### config.mk
export PLATFORM = sky130hd
export DESIGN_NAME = ilc_ctrl
export DESIGN_NICKNAME = d
export VERILOG_FILES = /design/src/design/ilc_pkg.sv /design/src/design/ilc_fifo.sv /design/src/design/ilc_timer.sv /design/src/design/ilc_ctrl.sv
export SDC_FILE = /design/constraint.sdc
export NUM_CORES = 1
export LEC_CHECK = 0
export ABC_AREA = 1
export BUFFER_PORTS_ARGS = -buffer_cell sky130_fd_sc_hd__clkbuf_2
export CAP_MARGIN = 10
export CORE_MARGIN = 2
export CORE_UTILIZATION = 65
export DETAILED_ROUTE_END_ITERATION = 12
export PLACE_DENSITY = 0.9
export SKIP_LAST_GASP = 1
export SYNTH_ARGS = -nofsm -noshare
export SYNTH_HDL_FRONTEND = slang
export SYNTH_HIERARCHICAL = 1
export SYNTH_SLANG_ARGS = --single-unit
export TNS_END_PERCENT = 10
### constraint.sdc
create_clock -name clk_in -period 5.6 [get_ports clk_in]
set_input_delay 0.56 -clock clk_in [delete_from_list [all_inputs] [get_ports clk_in]]
set_output_delay 0.56 -clock clk_in [all_outputs]
set_load 0.005 [all_outputs]
### src/design/ilc_pkg.sv
/*
  Shared constants and types for the input loop controller.
  Assumes a single 100 MHz clock and a synchronous link frame port.
*/
// Summary of operation
// Peripheral in loop-back returns probe to host
// First answering peripheral gets address one
// Found peripheral is told to leave loop-back; the code skips this for the seventh, which stays looped back
// Next answering peripheral gets next address
// Probe timeout marks previous peripheral as last
// Last peripheral re-enters loop-back; loop configured
// At most seven peripherals are enumerated
// Address equals position counted from host
// Peripheral type never affects its address
// Peripheral accepts data addressed to itself
// Peripheral forwards data addressed to others
// Controller keeps discovered count, zero to seven
package ilc_pkg;
	localparam int ADDR_W          = 3;
	localparam int DATA_W          = 8;
	localparam int FIFO_DEPTH      = 16;
	localparam int MAX_DEVS        = 7;
	localparam int CLK_PERIOD_NS   = 10;
	localparam int PROBE_TIMEOUT_NS = 50000;
	localparam int PROBE_TIMEOUT_CYC =
		(PROBE_TIMEOUT_NS + CLK_PERIOD_NS - 1) / CLK_PERIOD_NS;
	localparam logic [ADDR_W-1:0] FIRST_ADDR = 3'h1;
	localparam logic [ADDR_W-1:0] LAST_ADDR  = 3'h7;
	localparam logic [ADDR_W-1:0] COUNT_RST  = 3'h0;

	typedef enum logic [1:0] {
		CMD_PROBE,
		CMD_OPEN,
		CMD_CLOSE,
		CMD_DATA
	} ilc_cmd_e;

	typedef enum logic [2:0] {
		ST_IDLE,
		ST_PROBE_TX,
		ST_WAIT,
		ST_OPEN_TX,
		ST_CLOSE_TX,
		ST_READY
	} ilc_state_e;
endpackage

### src/design/ilc_fifo.sv
/*
  Synchronous FIFO with valid/ready on both sides.
  Assumes one clock; depth must be a power of two, at least two.
*/
`timescale 1ns/1ns
module ilc_fifo
	import ilc_pkg::*;
#(
	parameter int WIDTH = ADDR_W + DATA_W,
	parameter int DEPTH = FIFO_DEPTH
) (
	input  wire logic             clk_in,
	input  wire logic             arst_n_in,
	input  wire logic             wr_valid_in,
	input  wire logic [WIDTH-1:0] wr_data_in,
	output logic                  wr_ready_out,
	output logic                  rd_valid_out,
	output logic [WIDTH-1:0]      rd_data_out,
	input  wire logic             rd_ready_in
);
	localparam int PW = $clog2(DEPTH);

	if (DEPTH < 2 || (DEPTH & (DEPTH - 1)) != 0) begin : g_bad_depth
		$error("ilc_fifo depth must be a power of two");
	end

	logic [WIDTH-1:0] mem_q [DEPTH];
	logic [PW:0]      wr_q;
	logic [PW:0]      wr_d;
	logic [PW:0]      rd_q;
	logic [PW:0]      rd_d;
	logic             push;
	logic             pop;

	always_comb begin
		wr_ready_out = !((wr_q[PW] != rd_q[PW]) && (wr_q[PW-1:0] == rd_q[PW-1:0]));
		rd_valid_out = (wr_q != rd_q);
		rd_data_out  = mem_q[rd_q[PW-1:0]];
		push         = wr_valid_in && wr_ready_out;
		pop          = rd_valid_out && rd_ready_in;
		wr_d         = push ? wr_q + 1'b1 : wr_q;
		rd_d         = pop ? rd_q + 1'b1 : rd_q;
	end

	// Storage has no reset; only the pointers define what is valid
	always_ff @(posedge clk_in) begin
		if (push) begin
			mem_q[wr_q[PW-1:0]] <= wr_data_in;
		end
	end

	always_ff @(posedge clk_in or negedge arst_n_in) begin
		if (!arst_n_in) begin
			wr_q <= '0;
			rd_q <= '0;
		end else begin
			wr_q <= wr_d;
			rd_q <= rd_d;
		end
	end
endmodule

### src/design/ilc_timer.sv
/*
  Probe answer timer: counts while not cleared, flags expiry.
  Assumes clear is held whenever no probe is outstanding.
*/
`timescale 1ns/1ns
module ilc_timer
	import ilc_pkg::*;
#(
	parameter int CYCLES = PROBE_TIMEOUT_CYC
) (
	input  wire logic clk_in,
	input  wire logic arst_n_in,
	input  wire logic clear_in,
	output logic      expired_out
);
	localparam int CW = $clog2(CYCLES + 1);
	localparam logic [CW-1:0] LIMIT = CW'(CYCLES - 1);

	if (CYCLES < 1) begin : g_bad_cycles
		$error("ilc_timer needs at least one cycle");
	end

	logic [CW-1:0] cnt_q;
	logic [CW-1:0] cnt_d;

	always_comb begin
		expired_out = (cnt_q == LIMIT);
		if (clear_in) begin
			cnt_d = '0;
		end else if (expired_out) begin
			cnt_d = cnt_q;
		end else begin
			cnt_d = cnt_q + 1'b1;
		end
	end

	always_ff @(posedge clk_in or negedge arst_n_in) begin
		if (!arst_n_in) begin
			cnt_q <= '0;
		end else begin
			cnt_q <= cnt_d;
		end
	end
endmodule

### src/design/ilc_ctrl.sv
/*
  Host-end controller of the input loop: enumerates the chained
  peripherals by loop-back probing, then sends queued user data.
  Assumes the link frame port is synchronous to clk_in and that an
  answer to a probe arrives as a one-cycle rx_valid_in pulse.
*/
`timescale 1ns/1ns
module ilc_ctrl
	import ilc_pkg::*;
#(
	parameter int PROBE_CYCLES = PROBE_TIMEOUT_CYC,
	parameter int DEPTH        = FIFO_DEPTH
) (
	input  wire logic              clk_in,
	input  wire logic              arst_n_in,
	input  wire logic              start_in,
	output logic                   busy_out,
	output logic                   configured_out,
	output logic [ADDR_W-1:0]      dev_count_out,
	input  wire logic              usr_valid_in,
	input  wire logic [ADDR_W-1:0] usr_addr_in,
	input  wire logic [DATA_W-1:0] usr_data_in,
	output logic                   usr_ready_out,
	output logic                   tx_valid_out,
	output ilc_cmd_e               tx_cmd_out,
	output logic [ADDR_W-1:0]      tx_addr_out,
	output logic [DATA_W-1:0]      tx_data_out,
	input  wire logic              tx_ready_in,
	input  wire logic              rx_valid_in,
	input  wire ilc_cmd_e          rx_cmd_in
);
	if (PROBE_CYCLES < 1) begin : g_bad_probe
		$error("ilc_ctrl probe timeout must be at least one cycle");
	end

	ilc_state_e        state_q;
	ilc_state_e        state_d;
	logic [ADDR_W-1:0] count_q;
	logic [ADDR_W-1:0] count_d;
	logic              tx_valid_q;
	logic              tx_valid_d;
	ilc_cmd_e          tx_cmd_q;
	ilc_cmd_e          tx_cmd_d;
	logic [ADDR_W-1:0] tx_addr_q;
	logic [ADDR_W-1:0] tx_addr_d;
	logic [DATA_W-1:0] tx_data_q;
	logic [DATA_W-1:0] tx_data_d;
	logic              q_valid;
	logic              q_pop;
	logic [ADDR_W+DATA_W-1:0] q_word;
	logic              expired;
	logic              answer;

	// User data waits here during enumeration, which back-pressures the source
	ilc_fifo #(
		.WIDTH (ADDR_W + DATA_W),
		.DEPTH (DEPTH)
	) u_fifo (
		.clk_in       (clk_in),
		.arst_n_in    (arst_n_in),
		.wr_valid_in  (usr_valid_in),
		.wr_data_in   ({usr_addr_in, usr_data_in}),
		.wr_ready_out (usr_ready_out),
		.rd_valid_out (q_valid),
		.rd_data_out  (q_word),
		.rd_ready_in  (q_pop)
	);

	ilc_timer #(
		.CYCLES (PROBE_CYCLES)
	) u_timer (
		.clk_in      (clk_in),
		.arst_n_in   (arst_n_in),
		.clear_in    (state_q != ST_WAIT),
		.expired_out (expired)
	);

	// Loop position one further along from the host
	function automatic logic [ADDR_W-1:0] next_pos(input logic [ADDR_W-1:0] pos);
		return pos + 1'b1;
	endfunction

	function automatic logic [ADDR_W-1:0] word_addr(input logic [ADDR_W+DATA_W-1:0] word);
		return word[DATA_W +: ADDR_W];
	endfunction

	// The echoed probe carries no type information, only presence
	assign answer = rx_valid_in && (rx_cmd_in == CMD_PROBE);

	always_comb begin
		state_d    = state_q;
		count_d    = count_q;
		tx_valid_d = tx_valid_q;
		tx_cmd_d   = tx_cmd_q;
		tx_addr_d  = tx_addr_q;
		tx_data_d  = tx_data_q;
		q_pop      = 1'b0;
		if (tx_valid_q && tx_ready_in) begin
			tx_valid_d = 1'b0;
		end
		unique case (state_q)
			ST_IDLE, ST_READY: begin
				// A restart waits for any pending frame so none is cut in half
				if (start_in && !tx_valid_q) begin
					count_d    = COUNT_RST;
					tx_valid_d = 1'b1;
					tx_cmd_d   = CMD_PROBE;
					tx_addr_d  = FIRST_ADDR;
					state_d    = ST_PROBE_TX;
				end else if (state_q == ST_READY && q_valid
						&& (!tx_valid_q || tx_ready_in)) begin
					q_pop = 1'b1;
					// Frames to an empty position are dropped: nobody would take them
					if (word_addr(q_word) != COUNT_RST && word_addr(q_word) <= count_q) begin
						tx_valid_d = 1'b1;
						tx_cmd_d   = CMD_DATA;
						tx_addr_d  = word_addr(q_word);
						tx_data_d  = q_word[DATA_W-1:0];
					end
				end
			end
			ST_PROBE_TX: begin
				if (tx_ready_in) begin
					state_d = ST_WAIT;
				end
			end
			ST_WAIT: begin
				if (answer) begin
					count_d = next_pos(count_q);
					if (next_pos(count_q) == LAST_ADDR) begin
						// Seventh device is still looped back, so the loop is closed
						state_d = ST_READY;
					end else begin
						tx_valid_d = 1'b1;
						tx_cmd_d   = CMD_OPEN;
						tx_addr_d  = next_pos(count_q);
						state_d    = ST_OPEN_TX;
					end
				end else if (expired) begin
					if (count_q == COUNT_RST) begin
						state_d = ST_READY;
					end else begin
						tx_valid_d = 1'b1;
						tx_cmd_d   = CMD_CLOSE;
						tx_addr_d  = count_q;
						state_d    = ST_CLOSE_TX;
					end
				end
			end
			ST_OPEN_TX: begin
				if (tx_ready_in) begin
					tx_valid_d = 1'b1;
					tx_cmd_d   = CMD_PROBE;
					tx_addr_d  = next_pos(count_q);
					state_d    = ST_PROBE_TX;
				end
			end
			ST_CLOSE_TX: begin
				if (tx_ready_in) begin
					state_d = ST_READY;
				end
			end
		endcase
	end

	always_ff @(posedge clk_in or negedge arst_n_in) begin
		if (!arst_n_in) begin
			state_q    <= ST_IDLE;
			count_q    <= COUNT_RST;
			tx_valid_q <= 1'b0;
			tx_cmd_q   <= CMD_PROBE;
			tx_addr_q  <= COUNT_RST;
			tx_data_q  <= '0;
		end else begin
			state_q    <= state_d;
			count_q    <= count_d;
			tx_valid_q <= tx_valid_d;
			tx_cmd_q   <= tx_cmd_d;
			tx_addr_q  <= tx_addr_d;
			tx_data_q  <= tx_data_d;
		end
	end

	assign tx_valid_out   = tx_valid_q;
	assign tx_cmd_out     = tx_cmd_q;
	assign tx_addr_out    = tx_addr_q;
	assign tx_data_out    = tx_data_q;
	assign dev_count_out  = count_q;
	assign configured_out = (state_q == ST_READY);
	assign busy_out       = (state_q != ST_IDLE) && (state_q != ST_READY);

	// Each check below watches what the controller itself launches
	property p_first_probe;
		@(posedge clk_in) disable iff (!arst_n_in)
		(state_q == ST_IDLE && start_in)
			|=> tx_valid_out && tx_cmd_out == CMD_PROBE && tx_addr_out == 3'h1
			&& dev_count_out == 3'h0;
	endproperty
	a_first_probe: assert property (p_first_probe)
		else $error("First probe not sent to address one");

	property p_open_found;
		@(posedge clk_in) disable iff (!arst_n_in)
		(state_q == ST_WAIT && answer && count_q < 3'h6)
			|=> tx_valid_out && tx_cmd_out == CMD_OPEN && tx_addr_out == count_q;
	endproperty
	a_open_found: assert property (p_open_found)
		else $error("Found peripheral not told to leave loop-back");

	property p_next_probe;
		@(posedge clk_in) disable iff (!arst_n_in)
		(state_q == ST_OPEN_TX && tx_ready_in)
			|=> tx_cmd_out == CMD_PROBE && tx_addr_out == $past(tx_addr_out) + 3'h1;
	endproperty
	a_next_probe: assert property (p_next_probe)
		else $error("Next probe not sent to the next address");

	property p_timeout;
		@(posedge clk_in) disable iff (!arst_n_in)
		(state_q == ST_WAIT && expired && !answer)
			|=> $stable(dev_count_out) && (state_q == ST_CLOSE_TX || state_q == ST_READY);
	endproperty
	a_timeout: assert property (p_timeout)
		else $error("Probe timeout did not end the search");

	property p_close_last;
		@(posedge clk_in) disable iff (!arst_n_in)
		(state_q == ST_CLOSE_TX)
			|-> tx_valid_out && tx_cmd_out == CMD_CLOSE && tx_addr_out == dev_count_out;
	endproperty
	a_close_last: assert property (p_close_last)
		else $error("Last peripheral not closed before configured");

	property p_close_done;
		@(posedge clk_in) disable iff (!arst_n_in)
		(state_q == ST_CLOSE_TX && tx_ready_in) |=> configured_out && !tx_valid_out;
	endproperty
	a_close_done: assert property (p_close_done)
		else $error("Loop not configured after closing the last peripheral");

	property p_max_seven;
		@(posedge clk_in) disable iff (!arst_n_in)
		(state_q == ST_WAIT && answer && count_q == 3'h6)
			|=> configured_out && dev_count_out == 3'h7 && !tx_valid_out;
	endproperty
	a_max_seven: assert property (p_max_seven)
		else $error("Search went on past seven peripherals");

	property p_probe_position;
		@(posedge clk_in) disable iff (!arst_n_in)
		(tx_valid_out && tx_cmd_out == CMD_PROBE)
			|-> tx_addr_out == dev_count_out + 3'h1;
	endproperty
	a_probe_position: assert property (p_probe_position)
		else $error("Probe address differs from loop position");

	property p_count_step;
		@(posedge clk_in) disable iff (!arst_n_in)
		(state_q == ST_WAIT && answer)
			|=> dev_count_out == $past(dev_count_out) + 3'h1;
	endproperty
	a_count_step: assert property (p_count_step)
		else $error("Answer did not add exactly one peripheral");

	property p_count_held;
		@(posedge clk_in) disable iff (!arst_n_in)
		(configured_out && !start_in) |=> $stable(dev_count_out);
	endproperty
	a_count_held: assert property (p_count_held)
		else $error("Peripheral count changed while configured");

	// An empty loop has nobody to close, so it is configured at once
	property p_zero_found;
		@(posedge clk_in) disable iff (!arst_n_in)
		(state_q == ST_WAIT && expired && !answer && count_q == COUNT_RST)
			|=> configured_out && !tx_valid_out && dev_count_out == COUNT_RST;
	endproperty
	a_zero_found: assert property (p_zero_found)
		else $error("Empty loop not configured after the first timeout");

	property p_wait_bounded;
		@(posedge clk_in) disable iff (!arst_n_in)
		(state_q == ST_WAIT && expired)
			|=> state_q != ST_WAIT;
	endproperty
	a_wait_bounded: assert property (p_wait_bounded)
		else $error("Controller kept waiting after the probe timeout");

	property p_data_addr;
		@(posedge clk_in) disable iff (!arst_n_in)
		(tx_valid_out && tx_cmd_out == CMD_DATA)
			|-> tx_addr_out != COUNT_RST && tx_addr_out <= dev_count_out;
	endproperty
	a_data_addr: assert property (p_data_addr)
		else $error("Data frame sent to a position with no peripheral");

	// A frame that the link has not taken must not change under it
	property p_frame_hold;
		@(posedge clk_in) disable iff (!arst_n_in)
		(tx_valid_out && !tx_ready_in)
			|=> tx_valid_out && $stable(tx_cmd_out) && $stable(tx_addr_out) && $stable(tx_data_out);
	endproperty
	a_frame_hold: assert property (p_frame_hold)
		else $error("Link frame changed before it was taken");
endmodule

# Yosys cells after proc, flatten, opt, wreduce, memory -nomap -nowiden
# Memories as Yosys holds them, arrays and structs flattened.
# Index checks and enable logic that the tools add are counted.
# word_totals
output_inout_bits	20
ff_bits	43
n_memories	1
inputBits	19
word_cells	111
mem_bits_rw	176
# memory_table
name	depth	width	read_ports	rd_ports_with_merged_regs	write_ports	line	source
u_fifo.mem_q	16	11	1	0	1	ilc_fifo.sv:27	logic [WIDTH-1:0] mem_q [DEPTH];
# op_classes
add_sub_neg	4
reduce_logical	25
order_cmp	1
bitwise_logic	1
eq_ne	23
mux	47
# ops
cell	count
$mux 3	17
$mux 13	2
$ne 3x3->1 const B	6
$mux 2	8
$mux 1	15
$pmux 3 s5	1
$add 13x1->13 const B	1
$eq 13x13->1 const B	1
$add 5x1->5 const B	2
$logic_and 1x1->1	10
$ne 2x2->1 const B	5
$eq 3x3->1 const B	3
$pmux 3 s3	1
$reduce_bool 3->1	3
$reduce_and 7->1	1
$eq 3x2->1 const B	2
$logic_not 3->1	2
$pmux 2 s3	1
$pmux 3 s2	1
$ne 5x5->1	1
$reduce_and 5->1	1
$eq 4x4->1	1
$reduce_and 4->1	1
$add 3x1->3 const B	1
other kinds (13)	14

# Longest topological paths before layout
# Gate-level depths: netlist of run 1.
# depth
depth_word	7
mapped_depth	19

# By module
# The synthesis of run 1 kept the hierarchy.
# modules_own_cells
mod	area_each_um2	instances	seq_area_each_um2	cells_per_inst
ilc_fifo	7827.5	1	5535.3	721
ilc_ctrl	1328.8	1	500.5	180
ilc_timer	808.3	1	325.3	120

# Worst setup path before layout of run 1
# Ideal clock, no wire load.
# synth_timing
kind	flip-flop to flip-flop
from	reg u_fifo.rd_q[0]
to	reg tx_data_q[0] (netlist: tx_data_out[0])
setup_time_ns	0.123
t_arrival_ns	2.090
slack_ns	3.387
required_ns	5.477
synth_period_minus_slack_ns	2.213
stages_incl_launch_ff	19
n_path_buf	3
path_cell_list	dfrtp_1 > buf_2 > buf_2 > nor2_1 > nor2_1 > o21ai_0 > nand2_1 > nand2_1 > nand2_1 > inv_1 > nand2_1 > ha_1 > a21oi_1 > o21ai_0 > nand2_1 > nand2_2 > buf_6 > o21ai_0 > nand2_1
# synth_via
elab_chain_len	4
elab_cells_between_ends	8
classes_between	order compare: 1; eq/ne: 1; reduce/logical: 5; memory: 1
# synth_lines
element	line	source
from (decl)	ilc_fifo.sv:30	logic [PW:0] rd_q;
from (signal assigned)	ilc_fifo.sv:58	rd_q <= rd_d;
$mem_v2 16x11 *	--	
named net q_word[10]	ilc_ctrl.sv:50	logic [ADDR_W+DATA_W-1:0] q_word;
$le 3x3->1 or $reduce_bool 3->1 (tied branches)	ilc_ctrl.sv:114	if (word_addr(q_word) != COUNT_RST && word_addr(q_word) <= count_q) begin
$logic_and 1x1->1 *	ilc_ctrl.sv:114	
$reduce_and 4->1 (no line) *	--	
to (signal assigned)	ilc_ctrl.sv:180	tx_data_q <= tx_data_d;
to (decl)	ilc_ctrl.sv:46	logic [DATA_W-1:0] tx_data_q;
# Mark *: on every way through the listed nets, which the timed path passes. The rest lies on a longest branch.
# A chain may end at the register's enable or synchronous reset.

# Final worst setup path of run 1
# layout_timing
from	reg u_fifo.rd_q[0]
to	reg tx_cmd_q[0] (netlist: tx_cmd_out[0])
# layout_via
elab_chain_len	5
elab_cells_between_ends	10
classes_between	order compare: 1; eq/ne: 3; reduce/logical: 5; memory: 1
# layout_lines
element	line	source
$mem_v2 16x11 *	--	
named net q_word[10]	ilc_ctrl.sv:50	
$le 3x3->1 or $reduce_bool 3->1 (tied branches)	ilc_ctrl.sv:114	
$logic_and 1x1->1 *	ilc_ctrl.sv:114	
$ne 3x3->1 (no line) *	--	
$reduce_and 7->1 (no line) *	--	
to (signal assigned)	ilc_ctrl.sv:178	tx_cmd_q <= tx_cmd_d;
to (decl)	ilc_ctrl.sv:42	ilc_cmd_e tx_cmd_q;
# Marks and branches as above.

==> impl_metrics.toml, run 1 <==
[synth]
synth.yosys.seq_area_share_pct = 63.8
synth_common_cells = "nand2_1 (288), edfxtp_1 (176), nor2_1 (171)"
syn-cell-area_um2 = 9960
synth_top_area_share_pct = 53.0
synth_edf_count = 176
synth.most_common_cell = "nand2_1"
synth-main-ff-cell = "edfxtp_1"
synth_top_cell_by_area = "edfxtp_1"
syn-mean-instance-area_um2 = 9.76
synth.net_count = 1052
yosys_register_bits = 219
yosysWarnings = 6
synth_cell_types = 32
synthCells = 1021
async_flop_share_pct = 19.6
netlist_top_cells_area = "edfxtp_1 (53%), nand2_1 (11%), dfrtp_1 (11%)"

[critical_path]
critPathRequiredTime_ns = 6.00
reg2reg_slack_ns = 2.31
worstSetupStartpointType = "flip-flop"
worstPathMaxFanout = 39
end_kind = "flip-flop"
reg2reg_from = "u_fifo/rd_q[0]$_DFFE_PN0P_"
r2r_end = "tx_cmd_out[0]$_DFFE_PN0P_"
r2r.worst_path.cells = 19
worstPathArrival_ns = 3.69
path_class = "flip-flop to flip-flop"

[detailed_routing]
wire_per_inst_um = 18.1
m1WireLength_um = 8560
dr_wl_met3_um = 1980
drtIter0Drc = 881
drtPass1Iterations = 5
drt.antenna.violating_nets = 0
vias = 7385
drc = 0
via_per_inst = 5.89
dr.max_layer_used = "met4"
routed_wl_um = 22700
met2_length_um = 11500

[sta]
min_period_over_period_pct = 58.8
fin_skew_ns = 0.0143
slew-limit-headroom_pct = 13.7
rsz0062_at_grt = "false"
worst_pin_slew_ns = 1.29
fmax_mhz = 304
fin_setup_tns_ns = 0
min_period_ns = 3.29
setup_slack_ns = 2.31
setup_viol = 0
slew_violations = 0
final-hold-violation-count = 0

[pwr]
powerDensity_nw_per_um2 = 478
irDropWorstVdd_mv = 0.351
p_total_w = 0.00525
p_leak_nw = 4.50

[die]
die-area_um2 = 16300
die_y_um = 128
fp.dieW_um = 128
io_pins = 39
core_area_um2 = 15100
start_util_pct = 66.0
placement_rows = 45

[layout]
final_core_util_pct = 72.8
drive_gt1_share_pct = 10.6
nets = 1081
area_growth_pct = 10.2
n_antenna_cell = 0
num-fill-cells = 971

[global_route]
antenna_found_initial = 0
grt_max_degree = 93
grtUsageTotal_pct = 28.1
grt_pass1_wl_um = 35800
grt_overflow = 0
grt_pass1_vias = 7073

[min_path]
hold_class = "primary input to asynchronous set/reset pin"

[placement]
hpwl_um = 14000
gp_congestion = 0.909
pre_cts_slack_ns = 2.42
port_buffers = 38

[clock_network]
post_cts_buffers = 0
clkSlewWorstSetupHoldPaths_ns = 0.06
clockBufferDepth = 3
clk_latency_ns = 0.51
cts.sinks = 219
tritoncts = "done"
cts-root-buf = "clkbuf_16"
numCtsBuffers = 22
cts.htree.levels = 1
postCtsHoldBufs = 0
ctsResizeCount = 0

[flow_run]
max_cap_viol_count = 0

[outcome]
status = "completed"
[state kept, by name, indices dropped and copies added, names as in the netlist]
name	cells
u_timer/cnt_q	13
u_fifo/wr_q	5
tx_data_out	8
tx_addr_out	3
u_fifo/rd_q	5
tx_cmd_out	2
tx_valid_out	1
u_fifo/mem_q	176
dev_count_out	3
state_q	3
[per-stage QoR]
stage	cells	instance area [µm²]	hold slack, ns
floorplan	1021	9960	0.264
global placement	1213	10200	0.462
detailed placement	1213	10200	0.461
CTS	1252	11000	0.148
global route	1253	11000	0.178
finish	1253	11000	0.134
[worst max path at each step]
stage,startpoint,slack (ns),end,depth (start not counted)
5_1_grt,u_fifo/rd_q[0]$_DFFE_PN0P_,1.98,tx_addr_out[2]$_DFFE_PN0P_,16
6_report,u_fifo/rd_q[0]$_DFFE_PN0P_,2.31,tx_cmd_out[0]$_DFFE_PN0P_,19
3_5_place_dp,u_fifo/rd_q[0]$_DFFE_PN0P_,2.42,tx_addr_out[1]$_DFFE_PN0P_,17
2_1_floorplan,u_fifo/rd_q[0]$_DFFE_PN0P_,3.39,tx_data_out[0]$_DFFE_PN0P_,18
3_3_place_gp,u_fifo/rd_q[0]$_DFFE_PN0P_,2.63,tx_cmd_out[0]$_DFFE_PN0P_,18
4_1_cts,u_fifo/rd_q[0]$_DFFE_PN0P_,2.37,tx_cmd_out[0]$_DFFE_PN0P_,16
[cell type report]
class	instances	area, µm²	area share (%)
flip-flops and latches	219	6360	57.9
inverters	67	251	2.29
clock buffers	23	554	5.05
well taps	188	235	2.14
clock inverters	16	188	1.71
multi-input cells	696	3150	28.7
repair buffers	44	239	2.18
[power by group]
group / internal (W) / switching, W
clock: 0.000903 / 0.000595
combinational: 0.000491 / 0.00117
sequential: 0.00197 / 0.000125
total: 0.00336 / 0.00189
[metal layers]
| layer | vias to the layer above | track usage [%] |
|---|---|---|
| li1 | 3438 | - |
| met4 | 0 | 10.6 |
| met3 | 60 | 4.80 |
| met2 | 408 | 48.8 |
| met1 | 3479 | 35.7 |
| met5 | - | 0 |
[critical path, stage by stage (launching register included)]
cell and delay, ns:
dfrtp_2 0.41, inv_2 0.35, buf_4 0.46, nand2_1 0.10, nand2_1 0.09, nand2_1 0.07
o21ai_0 0.11, nand2_1 0.09, nand2_1 0.13, inv_1 0.05, nand2_1 0.11, ha_1 0.27
a21oi_1 0.12, o21ai_0 0.11, nand2_1 0.10, nand2_2 0.19, nand2_2 0.19, nand2_4 0.08
nand2_1 0.06, nand2_1 0.04
[cells by family after synthesis]
logic type	count (synthesis)	share of synthesized area, %
AND/OR/NAND/NOR	567	24.0
flip-flops	219	63.8
AO/OA/AOI/OAI	111	5.64
buffers and inverters	106	4.53
adder cells (fa/ha/maj)	12	1.51
XOR/XNOR	6	0.527
[cells in the final DEF, fill, tap and decap left out]
master,n
nand2_1,288
edfxtp_1,176
nor2_1,171
o21ai_0,95
nand3_1,71
inv_1,60
dfrtp_1,41
clkbuf_2,38
clkbuf_16,22
ha_1,12
a21oi_1,11
inv_2,7
nor2_2,7
nor3_1,6
nand2_2,6
clkinv_2,5
clkinv_1,5
buf_4,5
nand2_4,4
nand3_2,4
bufinv_16,4
xor2_1,4
nand4_1,4
o21ai_1,2
xnor2_1,2
dfrtp_2,2
nor2_4,2
nor2_8,1
and2_1,1
o21ai_2,1
nand4_4,1
o22ai_1,1
clkinv_8,1
clkinvlp_4,1
clkbuf_1,1
nand3_4,1
buf_6,1
a31oi_1,1
(Power assumes the default switching activity.)
==> run 2: changes to the inputs <==
--- a/config.mk
+++ b/config.mk
@@ -9,9 +9,9 @@
 export BUFFER_PORTS_ARGS = -buffer_cell sky130_fd_sc_hd__clkbuf_2
 export CAP_MARGIN = 10
 export CORE_MARGIN = 2
-export CORE_UTILIZATION = 65
+export CORE_UTILIZATION = 56
 export DETAILED_ROUTE_END_ITERATION = 12
-export PLACE_DENSITY = 0.9
+export PLACE_DENSITY = 0.83
 export SKIP_LAST_GASP = 1
 export SYNTH_ARGS = -nofsm -noshare
 export SYNTH_HDL_FRONTEND = slang
==> constraint.sdc (replaced) <==
create_clock -name clk_in -period 3 [get_ports clk_in]
set_input_delay 0.3 -clock clk_in [delete_from_list [all_inputs] [get_ports clk_in]]
set_output_delay 0.3 -clock clk_in [all_outputs]
set_load 0.005 [all_outputs]
==> run 2 against run 1 <==
Against the previous run: first-iteration DRC count down 15%; critical path type unchanged; clock power grew 99%; fmax up 24%; cell area rose by 2.2%; count of clock-buffer cells in the layout up 4; largest cell class unchanged; register-to-register slack got worse by 2.0 ns; critical path depth is 4 lower; die area is 16% higher; sequential power up 86%; clock skew grew 0.00055 ns; flip-flop and latch count stayed put.
==> impl_metrics.toml, run 2 (same netlist as run 1, synthesis figures left out) <==
[outcome]
status = "completed"

[die]
fp.dieW_um = 137
placement_rows = 48
core_area_um2 = 17400
die_y_um = 137
io_pins = 39
start_util_pct = 57.4
die-area_um2 = 18900

[clock_network]
clockBufferDepth = 3
cts.sinks = 219
tritoncts = "done"
numCtsBuffers = 23
cts.htree.levels = 1
cts-root-buf = "clkbuf_16"
post_cts_buffers = 0
clkSlewWorstSetupHoldPaths_ns = 0.06
clk_latency_ns = 0.51

[layout]
area_growth_pct = 12.6
layout.area.seq_um2 = 6360
drive_gt1_share_pct = 11.8
n_antenna_cell = 0
nets = 1097
layout_commonest_cell = "nand2_1"
largest_register_ffs = 176
final_cells = 1308
final_core_util_pct = 64.6
num-fill-cells = 1285
final_cell_mix = "nand2_1 (288), edfxtp_1 (176), nor2_1 (171), o21ai_0 (95), nand3_1 (71)"
multi_input_area_um2 = 3150

[pwr]
powerDensity_nw_per_um2 = 895
p_leak_nw = 4.61
p_total_w = 0.0100
irDropWorstVdd_mv = 0.679

[global_route]
grtUsageTotal_pct = 24.2
grt_pass1_vias = 6834
grt_max_degree = 60
grt_pass1_wl_um = 35100
grt_overflow = 0
antenna_found_initial = 0

[critical_path]
cp_common_cell = "nand2_1"
critPathRequiredTime_ns = 3.39
critPathBufInv = 2
path_class = "flip-flop to flip-flop"
path_delay_family = "simple AND/OR/NAND/NOR gates"
worstSetupStartpointType = "flip-flop"
slowest_stage = "dfrtp_2"
crit_chain = "inv_2 -> buf_4 -> nor2_1 -> o21ai_0 -> nand3_1 -> nand3_1 -> nand2_1 -> ha_1 -> nand2_1 -> o21ai_0 -> nand2_1 -> nand2_2 -> nand2_2 -> nand3_1 -> nand2_1"
worstPathMaxFanout = 18
end_kind = "flip-flop"
slowest_delay_ns = 0.43
worstPathArrival_ns = 3.04

[sta]
slew-limit-headroom_pct = 15.8
setup_slack_ns = 0.347
min_period_ns = 2.65
fin_skew_ns = 0.0148
min_period_over_period_pct = 88.4
final-hold-violation-count = 0
slew_violations = 0
rsz0062_at_grt = "false"
setup_viol = 0
fmax_mhz = 377
worst_pin_slew_ns = 1.26
fin_setup_tns_ns = 0

[placement]
place_inst = 1265
hpwl_um = 14300
gp_congestion = 0.888
pre_cts_slack_ns = 0.406
port_buffers = 38

[detailed_routing]
drtPass1Iterations = 5
drc = 0
drtIter0Drc = 750
vias = 7281
wire_per_inst_um = 17.0
drt.antenna.violating_nets = 0
routed_wl_um = 22300
via_per_inst = 5.57

[min_path]
hold_class = "primary input to flip-flop"

[flow_run]
max_cap_viol_count = 0
run 2: tightest hold or removal path, stage by stage:
cell      delay [ns]
clkbuf_2        0.14
nand3_1         0.10
nand2_1         0.05
run 2: path summary, 6_finish.rpt:
| check | start | end | slack, ns | cells after the start |
|---|---|---|---|---|
| max in group asynchronous | arst_n_in | tx_cmd_out[1]$_DFFE_PN0P_ | 1.97 | 3 |
| worst max register to register | u_fifo/rd_q[1]$_DFFE_PN0P_ | tx_addr_out[1]$_DFFE_PN0P_ | 0.35 | 15 |
| min in group asynchronous | arst_n_in | u_timer/cnt_q[7]$_DFFE_PN0P_ | 0.30 | 2 |
| worst max-delay path | u_fifo/rd_q[1]$_DFFE_PN0P_ | tx_addr_out[1]$_DFFE_PN0P_ | 0.35 | 15 |
| worst min-delay path | usr_valid_in | u_fifo/wr_q[0]$_DFFE_PN0P_ | 0.13 | 3 |
| worst min register to register | tx_addr_out[2]$_DFFE_PN0P_ | tx_addr_out[2]$_DFFE_PN0P_ | 0.48 | 2 |
run 2: area by class of cell:
cell class / count / share of cell area [%]
flip-flops and latches: 219 / 56.7
multi-input cells: 696 / 28.1
clock buffers: 27 / 5.26
repair buffers: 59 / 3.35
well taps: 225 / 2.51
inverters: 67 / 2.24
clock inverters: 15 / 1.83
run 2: metrics by stage:
step	hold WS [ns]	area, µm²
detailed placement	0.310	10400
finish	0.129	11200
global route	0.147	11200
floorplan	0.00441	9960
global placement	0.295	10400
CTS	0.117	11200
run 2: where the power goes:
group          leakage, nW  switching, W  internal, W
clock network        0.391       0.00113      0.00184
logic                 2.06       0.00216      0.00100
registers             2.16      0.000223      0.00367
run 2: timing repair:
action,in CTS,in global routing
hold buffers,1,0
hold endpoints to repair,20,0
gates resized for setup,0,0
run 2: layer usage:
layer	GRT usage [%]	vias up	share of wire (%)
met2	39.0	310	47
met5	0	-	0
met4	9.11	0	3.7
met1	33.4	3420	41
li1	-	3481	-
met3	4.05	70	7.9
